`src/logic/fam_pkg.sv`:
```
// shared constants and types for the algorithm monitor register bank
package fam_pkg;

   // ****************************************
   // bus geometry
   // ****************************************
   localparam int ADDR_W = 14;
   localparam int DATA_W = 32;
   localparam int NREG = 9;

   // ****************************************
   // register indices (byte address is four times the index)
   // ****************************************
   localparam logic [11:0] IDX_CL_REF = 12'h5d0;
   localparam logic [11:0] IDX_FLUX_REF = 12'h60a;
   localparam logic [11:0] IDX_TORQUE_REF = 12'h60c;
   localparam logic [11:0] IDX_SD_STATE = 12'h6b0;
   localparam logic [11:0] IDX_SD_SPEED = 12'h6ba;
   localparam logic [11:0] IDX_PD_STATE = 12'h6e4;
   localparam logic [11:0] IDX_PD_ANGLE = 12'h71a;
   localparam logic [11:0] IDX_CTRL = 12'h7f0;
   localparam logic [11:0] IDX_STATUS = 12'h7f2;

   // read mux slot of each register
   localparam int SLOT_CL_REF = 0;
   localparam int SLOT_CTRL = 7;
   localparam logic [11:0] REG_IDX [NREG] = '{
      IDX_CL_REF, IDX_FLUX_REF, IDX_TORQUE_REF, IDX_SD_STATE, IDX_SD_SPEED,
      IDX_PD_STATE, IDX_PD_ANGLE, IDX_CTRL, IDX_STATUS};

   // ****************************************
   // reset values and fields
   // ****************************************
   localparam logic [31:0] RST_WORD = 32'h0000_0000;
   localparam logic [15:0] RST_CODE = 16'h0000;
   localparam logic RST_FREEZE = 1'b0;
   localparam int CTRL_FREEZE_BIT = 0;
   localparam int STAT_SD_DONE_BIT = 0;
   localparam int STAT_SD_ERR_BIT = 1;
   localparam int STAT_PD_DONE_BIT = 2;
   localparam int STAT_PD_ERR_BIT = 3;
   localparam int STAT_FREEZE_BIT = 4;
   localparam int STAT_MODE_LSB = 8;

   // ****************************************
   // control modes and sequencer codes
   // ****************************************
   typedef enum logic [1:0] {
      MODE_SPEED = 2'h0,
      MODE_POWER = 2'h1,
      MODE_CURRENT = 2'h2
   } fam_mode_type;

   typedef enum logic [15:0] {
      SD_INIT = 16'h0000,
      SD_STOP_CHECK = 16'h0001,
      SD_ESTIM_INIT = 16'h0002,
      SD_RUN_CHECK = 16'h0003,
      SD_DIR_CHECK = 16'h0004,
      SD_COMPLETE = 16'h0005,
      SD_FAULT = 16'h0006
   } fam_sd_state_type;

   typedef enum logic [15:0] {
      PD_INIT = 16'h0000,
      PD_VECTOR_CONFIG = 16'h0001,
      PD_RUN = 16'h0002,
      PD_SLOW_RISE = 16'h0003,
      PD_SLOW_FALL = 16'h0004,
      PD_WAIT_DECAY = 16'h0005,
      PD_GET_TIMES = 16'h0006,
      PD_SET_NEXT_VECTOR = 16'h0007,
      PD_CALC_SECTOR_RISE = 16'h0008,
      PD_CALC_ROTOR_POS = 16'h0009,
      PD_CALC_ANGLE = 16'h000a,
      PD_COMPLETE = 16'h000b,
      PD_FAULT = 16'h000c
   } fam_pd_state_type;

   // ****************************************
   // sample from the control algorithm
   // ****************************************
   typedef struct packed {
      logic [1:0] mode;
      logic ref_valid;
      logic [31:0] speed_ref;
      logic [31:0] power_ref;
      logic [31:0] current_ref;
      logic [31:0] flux_ref;
      logic [31:0] torque_ref;
      logic sd_valid;
      logic [15:0] sd_state;
      logic [31:0] sd_speed;
      logic pd_valid;
      logic [15:0] pd_state;
      logic [31:0] pd_angle;
   } fam_algo_type;

endpackage : fam_pkg

```
`src/logic/fam_state_code.sv`:
```
// holds one sequencer state code and decodes its done and error codes
`timescale 1ns/100ps
module fam_state_code #(
   parameter logic [15:0] LAST_CODE = 16'h0006,
   parameter logic [15:0] DONE_CODE = 16'h0005,
   parameter logic [15:0] FAULT_CODE = 16'h0006
) (
   input wire logic pclk,
   input wire logic presetn,
   input wire logic load,
   input wire logic [15:0] code_in,
   output logic [15:0] code_reg,
   output logic done,
   output logic error
);
   import fam_pkg::*;

   // an unknown code from the sequencer is shown as its fault code
   always_ff @(posedge pclk or negedge presetn) begin
      if (!presetn) begin
         code_reg <= RST_CODE;
      end else if (load) begin
         code_reg <= (code_in > LAST_CODE) ? FAULT_CODE : code_in;
      end
   end

   assign done = (code_reg == DONE_CODE);
   assign error = (code_reg == FAULT_CODE);

endmodule : fam_state_code

```
`src/logic/fam_magnitude.sv`:
```
// registers the absolute magnitude of a signed 32-bit sample
`timescale 1ns/100ps
module fam_magnitude (
   input wire logic pclk,
   input wire logic presetn,
   input wire logic load,
   input wire logic [31:0] value_in,
   output logic [31:0] mag_reg
);
   import fam_pkg::*;

   // the most negative input maps to 2^31, which is right when read unsigned
   always_ff @(posedge pclk or negedge presetn) begin
      if (!presetn) begin
         mag_reg <= RST_WORD;
      end else if (load) begin
         mag_reg <= value_in[31] ? (~value_in + 32'h0000_0001) : value_in;
      end
   end

endmodule : fam_magnitude

```
`src/logic/fam_monitor_regs.sv`:
```
// algorithm monitor register bank with an apb slave port
`timescale 1ns/100ps
module fam_monitor_regs (
   input wire logic pclk,
   input wire logic presetn,
   input wire logic psel,
   input wire logic penable,
   input wire logic pwrite,
   input wire logic [fam_pkg::ADDR_W-1:0] paddr,
   input wire logic [fam_pkg::DATA_W-1:0] pwdata,
   input wire logic [3:0] pstrb,
   output logic [fam_pkg::DATA_W-1:0] prdata,
   output logic pready,
   output logic pslverr,
   input wire fam_pkg::fam_algo_type algo,
   output logic speed_detect_done,
   output logic speed_detect_error,
   output logic position_detect_done,
   output logic position_detect_error
);
   import fam_pkg::*;

   // ****************************************
   // state
   // ****************************************
   logic [31:0] cl_ref_reg;
   logic [31:0] flux_ref_reg;
   logic [31:0] torque_ref_reg;
   logic [31:0] sd_speed_reg;
   logic [31:0] pd_angle_reg;
   logic [15:0] sd_state_reg;
   logic [15:0] pd_state_reg;
   logic freeze_reg;
   logic [31:0] prdata_reg;
   logic pslverr_reg;
   logic [31:0] status_word;
   logic [31:0] rd_next;
   logic [NREG-1:0] hit;
   logic [31:0] rd_word [NREG];
   logic aligned;
   logic setup;
   logic access;
   logic ctrl_wr;
   logic take_ref;
   logic take_sd;
   logic take_pd;

   // ****************************************
   // apb decode
   // ****************************************
   // zero wait states: every access phase completes on its first edge
   assign pready = 1'b1;
   assign setup = psel & ~penable;
   assign access = psel & penable & pready;
   assign aligned = (paddr[1:0] == 2'b00);

   generate
      for (genvar i = 0; i < NREG; i++) begin : g_hit
         assign hit[i] = aligned & (paddr[ADDR_W-1:2] == REG_IDX[i]);
      end
   endgenerate

   always_comb begin
      rd_next = RST_WORD;
      for (int i = 0; i < NREG; i++) begin
         if (hit[i]) begin
            rd_next = rd_next | rd_word[i];
         end
      end
   end

   assign rd_word[0] = cl_ref_reg;
   assign rd_word[1] = flux_ref_reg;
   assign rd_word[2] = torque_ref_reg;
   assign rd_word[3] = {16'h0000, sd_state_reg};
   assign rd_word[4] = sd_speed_reg;
   assign rd_word[5] = {16'h0000, pd_state_reg};
   assign rd_word[6] = pd_angle_reg;
   assign rd_word[7] = {31'h0000_0000, freeze_reg};
   assign rd_word[8] = status_word;

   always_comb begin
      status_word = RST_WORD;
      status_word[STAT_SD_DONE_BIT] = speed_detect_done;
      status_word[STAT_SD_ERR_BIT] = speed_detect_error;
      status_word[STAT_PD_DONE_BIT] = position_detect_done;
      status_word[STAT_PD_ERR_BIT] = position_detect_error;
      status_word[STAT_FREEZE_BIT] = freeze_reg;
      status_word[STAT_MODE_LSB +: 2] = algo.mode;
   end

   // read data is captured in the setup cycle so it leaves a flip-flop
   always_ff @(posedge pclk or negedge presetn) begin
      if (!presetn) begin
         prdata_reg <= RST_WORD;
      end else if (setup) begin
         prdata_reg <= pwrite ? RST_WORD : rd_next;
      end
   end

   // only an unmapped or misaligned address is an error
   always_ff @(posedge pclk or negedge presetn) begin
      if (!presetn) begin
         pslverr_reg <= 1'b0;
      end else if (setup) begin
         pslverr_reg <= ~|hit;
      end
   end

   assign prdata = prdata_reg;
   assign pslverr = pslverr_reg & access;

   // ****************************************
   // control register
   // ****************************************
   // writes reach only this register, every monitor word is left alone
   assign ctrl_wr = access & pwrite & hit[SLOT_CTRL] & pstrb[0];

   always_ff @(posedge pclk or negedge presetn) begin
      if (!presetn) begin
         freeze_reg <= RST_FREEZE;
      end else if (ctrl_wr) begin
         freeze_reg <= pwdata[CTRL_FREEZE_BIT];
      end
   end

   // freeze lets software read a coherent set; updates during it are lost
   assign take_ref = algo.ref_valid & ~freeze_reg;
   assign take_sd = algo.sd_valid & ~freeze_reg;
   assign take_pd = algo.pd_valid & ~freeze_reg;

   // ****************************************
   // references
   // ****************************************
   always_ff @(posedge pclk or negedge presetn) begin
      if (!presetn) begin
         cl_ref_reg <= RST_WORD;
      end else if (take_ref) begin
         unique case (algo.mode)
            MODE_SPEED: cl_ref_reg <= algo.speed_ref;
            MODE_POWER: cl_ref_reg <= algo.power_ref;
            MODE_CURRENT: cl_ref_reg <= algo.current_ref;
            default: cl_ref_reg <= cl_ref_reg;
         endcase
      end
   end

   always_ff @(posedge pclk or negedge presetn) begin
      if (!presetn) begin
         flux_ref_reg <= RST_WORD;
      end else if (take_ref) begin
         flux_ref_reg <= algo.flux_ref;
      end
   end

   always_ff @(posedge pclk or negedge presetn) begin
      if (!presetn) begin
         torque_ref_reg <= RST_WORD;
      end else if (take_ref) begin
         torque_ref_reg <= algo.torque_ref;
      end
   end

   // ****************************************
   // initial speed and position detection
   // ****************************************
   fam_state_code #(
      .LAST_CODE(SD_FAULT),
      .DONE_CODE(SD_COMPLETE),
      .FAULT_CODE(SD_FAULT)
   ) u_sd_state (
      .pclk(pclk),
      .presetn(presetn),
      .load(take_sd),
      .code_in(algo.sd_state),
      .code_reg(sd_state_reg),
      .done(speed_detect_done),
      .error(speed_detect_error)
   );

   fam_magnitude u_sd_speed (
      .pclk(pclk),
      .presetn(presetn),
      .load(take_sd),
      .value_in(algo.sd_speed),
      .mag_reg(sd_speed_reg)
   );

   fam_state_code #(
      .LAST_CODE(PD_FAULT),
      .DONE_CODE(PD_COMPLETE),
      .FAULT_CODE(PD_FAULT)
   ) u_pd_state (
      .pclk(pclk),
      .presetn(presetn),
      .load(take_pd),
      .code_in(algo.pd_state),
      .code_reg(pd_state_reg),
      .done(position_detect_done),
      .error(position_detect_error)
   );

   always_ff @(posedge pclk or negedge presetn) begin
      if (!presetn) begin
         pd_angle_reg <= RST_WORD;
      end else if (take_pd) begin
         pd_angle_reg <= algo.pd_angle;
      end
   end
endmodule : fam_monitor_regs

```
`config.mk`:
```
export PLATFORM = sky130hd
export DESIGN_NAME = fam_monitor_regs
export DESIGN_NICKNAME = d
export VERILOG_FILES = /design/src/logic/fam_pkg.sv /design/src/logic/fam_state_code.sv /design/src/logic/fam_magnitude.sv /design/src/logic/fam_monitor_regs.sv
export SDC_FILE = /design/constraint.sdc
export NUM_CORES = 1
export LEC_CHECK = 0
export BUFFER_PORTS_ARGS = -buffer_cell sky130_fd_sc_hd__buf_2
export CAP_MARGIN = 20
export CORE_AREA = 3 3 184 186
export DETAILED_ROUTE_END_ITERATION = 12
export DIE_AREA = 0 0 187 189
export SLEW_MARGIN = 20
export SYNTH_ARGS = -nofsm -noshare
export SYNTH_HDL_FRONTEND = slang
export SYNTH_HIERARCHICAL = 1
export SYNTH_SLANG_ARGS = --single-unit
```
`constraint.sdc`:
```
create_clock -name pclk -period 4.25 [get_ports pclk]
set_clock_uncertainty 0.15 [all_clocks]
set_input_delay 0.2125 -clock pclk [delete_from_list [all_inputs] [get_ports pclk]]
set_output_delay 0.2125 -clock pclk [all_outputs]
set_load 0.005 [all_outputs]
```
==> results.md <==
* Layout area overhead at 43.42%
* Ys async rst share at 100.0%
* Pins Over Slew Limit at 0
* Ant diodes at 0
* Layout cells sized above 1 at 32.82%
* Post_cts resized at 0
* Count of warnings emitted by yosys at 6
* FF+latch count, synth at 226
* Cts bufs inserted at 25
* Total routed wirelength at roughly 42000 um
* Hold path depth at 5
* Leakage at 7.247 nW
* # rows at 66
* Clk root buf: clkbuf_16
* Die height at 189 um
* Combinational Power Share at 14.9%
* Max_cap viols at 0
* Mapped Avg Cell Area at roughly 11 um^2
* Setup CP Type: input pin to flip-flop
* Fin crit period at 3.441 ns
* Final setup vio count at 0
* ANT nets after route at 0
* FF/Latch Area at 0.005655 mm^2
* Most used cell, CP: dlygate4sd3_1
* Maximum clock path buffer count at 3
* Vias in the first global route at 10.95k
* Hold/Removal Path Class: input pin to flip-flop
* Slew HR at 32.71%
* Cells along the critical path: dlygate4sd3_1 -> buf_2 -> nor3_1 -> nand4_1 -> or3_4 -> o31a_1 -> a311o_1 -> dlygate4sd3_1
* Reg power frac at about 46%
* Max incr delay on CP at 0.62 ns
* Boundary pin count at 354
* Worst VDD drop at 270.2 uV
* Clock share of power at roughly two fifths
* Vias/cell at 5.336
* CORE AREA at 0.03245 mm^2
* Layout fillers at 2952
* Sw power at 1.335 mW
* Number of antenna violations at the first check in global routing at 0
* Post-synth top flop: dfrtp_1
* Post-CTS Setup Bufs at 0
* CTS clock-pin slew for the worst setup and hold paths at 0.06 ns
* Post-synthesis sequential area ratio at between 50% and 60%
* Final Cycle Share at just over 80%
* Die width at 187 um
* PD cells at between 300 and 400 mW/mm^2
* DR DRC count at 0
* Internal cell power at 3.987 mW
* H-tree depth at 1
* Clock Latency Late Sink at ~0.52 ns
* Synthesized Nets at 1369
* FF-to-FF setup slack at ~1.3 ns
* Initial Utilization at 34.78%
* Routed len/inst at 21.03 um
* I/O Buffers at about 320
* CP Max Fanout at 14
* Worst-Margin Slew at 1.009 ns
* Max Freq at around 290 MHz
* RSZ-0062 raised after global routing: false
* Post-DP HPWL at ~29000 um
* Data required, critical path at approximately 4.5 ns
* Worst EP arrival at 3.69 ns
* Drt initial violations at 794
* Sinks on Clock Net at 226
* Hold-fix buffers, CTS at 204
* Overall power at between 5 and 6 mW
* Hold Vio Cnt, Final at 0
* Synth unique cells at 78
* CTS tree: yes
* Multi-input gate area at 0.005328 mm^2
* Worst r2r path cells at 5
* Grt ovf at 0
* Pin count of the biggest net entering global routing at 111
* Startpoint types: input pin
* Net Sw Frac at 25.09%
* TNS Setup at 0 ns
* RePlAce Congestion at 0.9008
* Number of synthesized flops with an enable pin at 0
* Drt pass-1 iters at 6
* Global-route wire length before repair at ~64000 um
* Cell at the slowest stage of the critical path: nand4_1
* Final #Nets at between 1.5k and 2k
* Synth Instances at between 1k and 1.5k
* Vias post-DR at 10.67k
* Post-synthesis instance area at 0.01129 mm^2
* Endpoint class of the critical path: flip-flop
* Full die area at 0.03534 mm^2
* Gr usage total at between 20 and 25%
* Outcome: complete, no violations
power groups by stage:
stage	Clock (mW)	Sequential, mW	Combinational, mW
floorplan	0	2.43	0.332
CTS	2.13	2.45	0.786
detailed placement	0	2.48	0.620
global route	2.22	2.46	0.875
global placement	0	2.48	0.608
finish	2.09	2.45	0.792
Yosys cell counts (15+ instances only):
master    number  share of area (%)
a21o_1        16                1.1
a22oi_1       56                3.7
o21ai_0       50                2.2
mux2_2        96                9.6
nor2_1        76                2.5
a32oi_1       21                1.6
nor2b_1       20                1.1
nand3_1       16               0.71
dfrtp_1      226                 50
nand2_1       67                2.2
clkbuf_1      55                1.8
nor3_1        16               0.71
a22o_1        22                1.7
xor2_1        22                1.7
inv_1         15               0.50
a222oi_1      16                1.4
a21oi_1       75                3.3
o31ai_1       16                1.1
per-stage QoR:
step	cells	hold slack (ns)	utilization, %	cell area [um^2]	setup WS, ns
after CTS	1998	0.002560	49.79	16160	0.8748
after floorplan	1049	-0.2331	-	11290	1.808
after global placement	1753	0.1884	41.12	13340	1.307
after global routing	1999	0.03077	49.88	16190	0.6702
after detailed placement	1753	0.1904	41.12	13340	1.332
final	1999	0.01375	49.88	16190	0.8085
final cells by class:
type	count	area share [%]
well taps	442	3.416
clock inverters	2	0.2164
clock buffers	39	4.560
flip-flops and latches	226	34.93
inverters	15	0.3478
repair buffers	540	23.62
multi-input cells	735	32.91
metal layers:
layer | global-route usage (%) | part of all wire, %
met1 | 29.56 | 42
met2 | 38.56 | 48
met3 | 3.944 | 4.9
met4 | 9.625 | 4.9
met5 | 0 | 0
kinds of logic (layout without fill, tap and decap cells):
family                     after synthesis  count (layout)  synth area share (%)
other                                    1               1               0.03322
xor gates and xnor gates                25              25                 1.940
AOI/OAI and AO/OA                      323             323                 19.98
and+or+nand+nor                        285             285                 14.58
buffers and inverters                   88             596                 3.259
adders and majority gates                4               4                0.4434
DFF                                    226             226                 50.10
muxes                                   97              97                 9.665
worst max-delay path, delay by kind of cell:
family                 cells  cell delay, ns
AO/OA/AOI/OAI              2            0.56
buffers and inverters      3            1.24
AND/OR/NAND/NOR            3            1.68
layout by cell type (no fill, tap or decap), drive strengths merged, types with 5 or more instances in the layout:
cell type | synthesis | layout
a21o | 16 | 16
a21oi | 75 | 75
a222oi | 16 | 16
a22o | 22 | 22
a22oi | 56 | 56
a32oi | 21 | 21
and2b | 14 | 14
and3 | 6 | 6
buf | 17 | 336
clkbuf | 56 | 39
dfrtp | 226 | 226
dlygate4sd3 | 0 | 204
inv | 15 | 15
mux2 | 96 | 96
nand2 | 67 | 67
nand2b | 5 | 5
nand3 | 16 | 16
nand4 | 7 | 7
nor2 | 76 | 76
nor2b | 20 | 20
nor3 | 16 | 16
nor4 | 16 | 16
nor4b | 9 | 9
o21ai | 51 | 51
o31ai | 16 | 16
o41ai | 5 | 5
or3 | 8 | 8
xor2 | 22 | 22
final timing paths:
check                            from                     end
min reg2reg                prdata[28]              prdata[28]
max in group asynchronous     presetn              prdata[19]
max                          algo[55]  u_sd_speed/mag_reg[28]
min in group asynchronous     presetn  u_sd_state/code_reg[2]
min                         algo[214]          cl_ref_reg[20]
max reg2reg                freeze_reg  u_sd_state/code_reg[1]
Power figures use the tool's default switching activity.
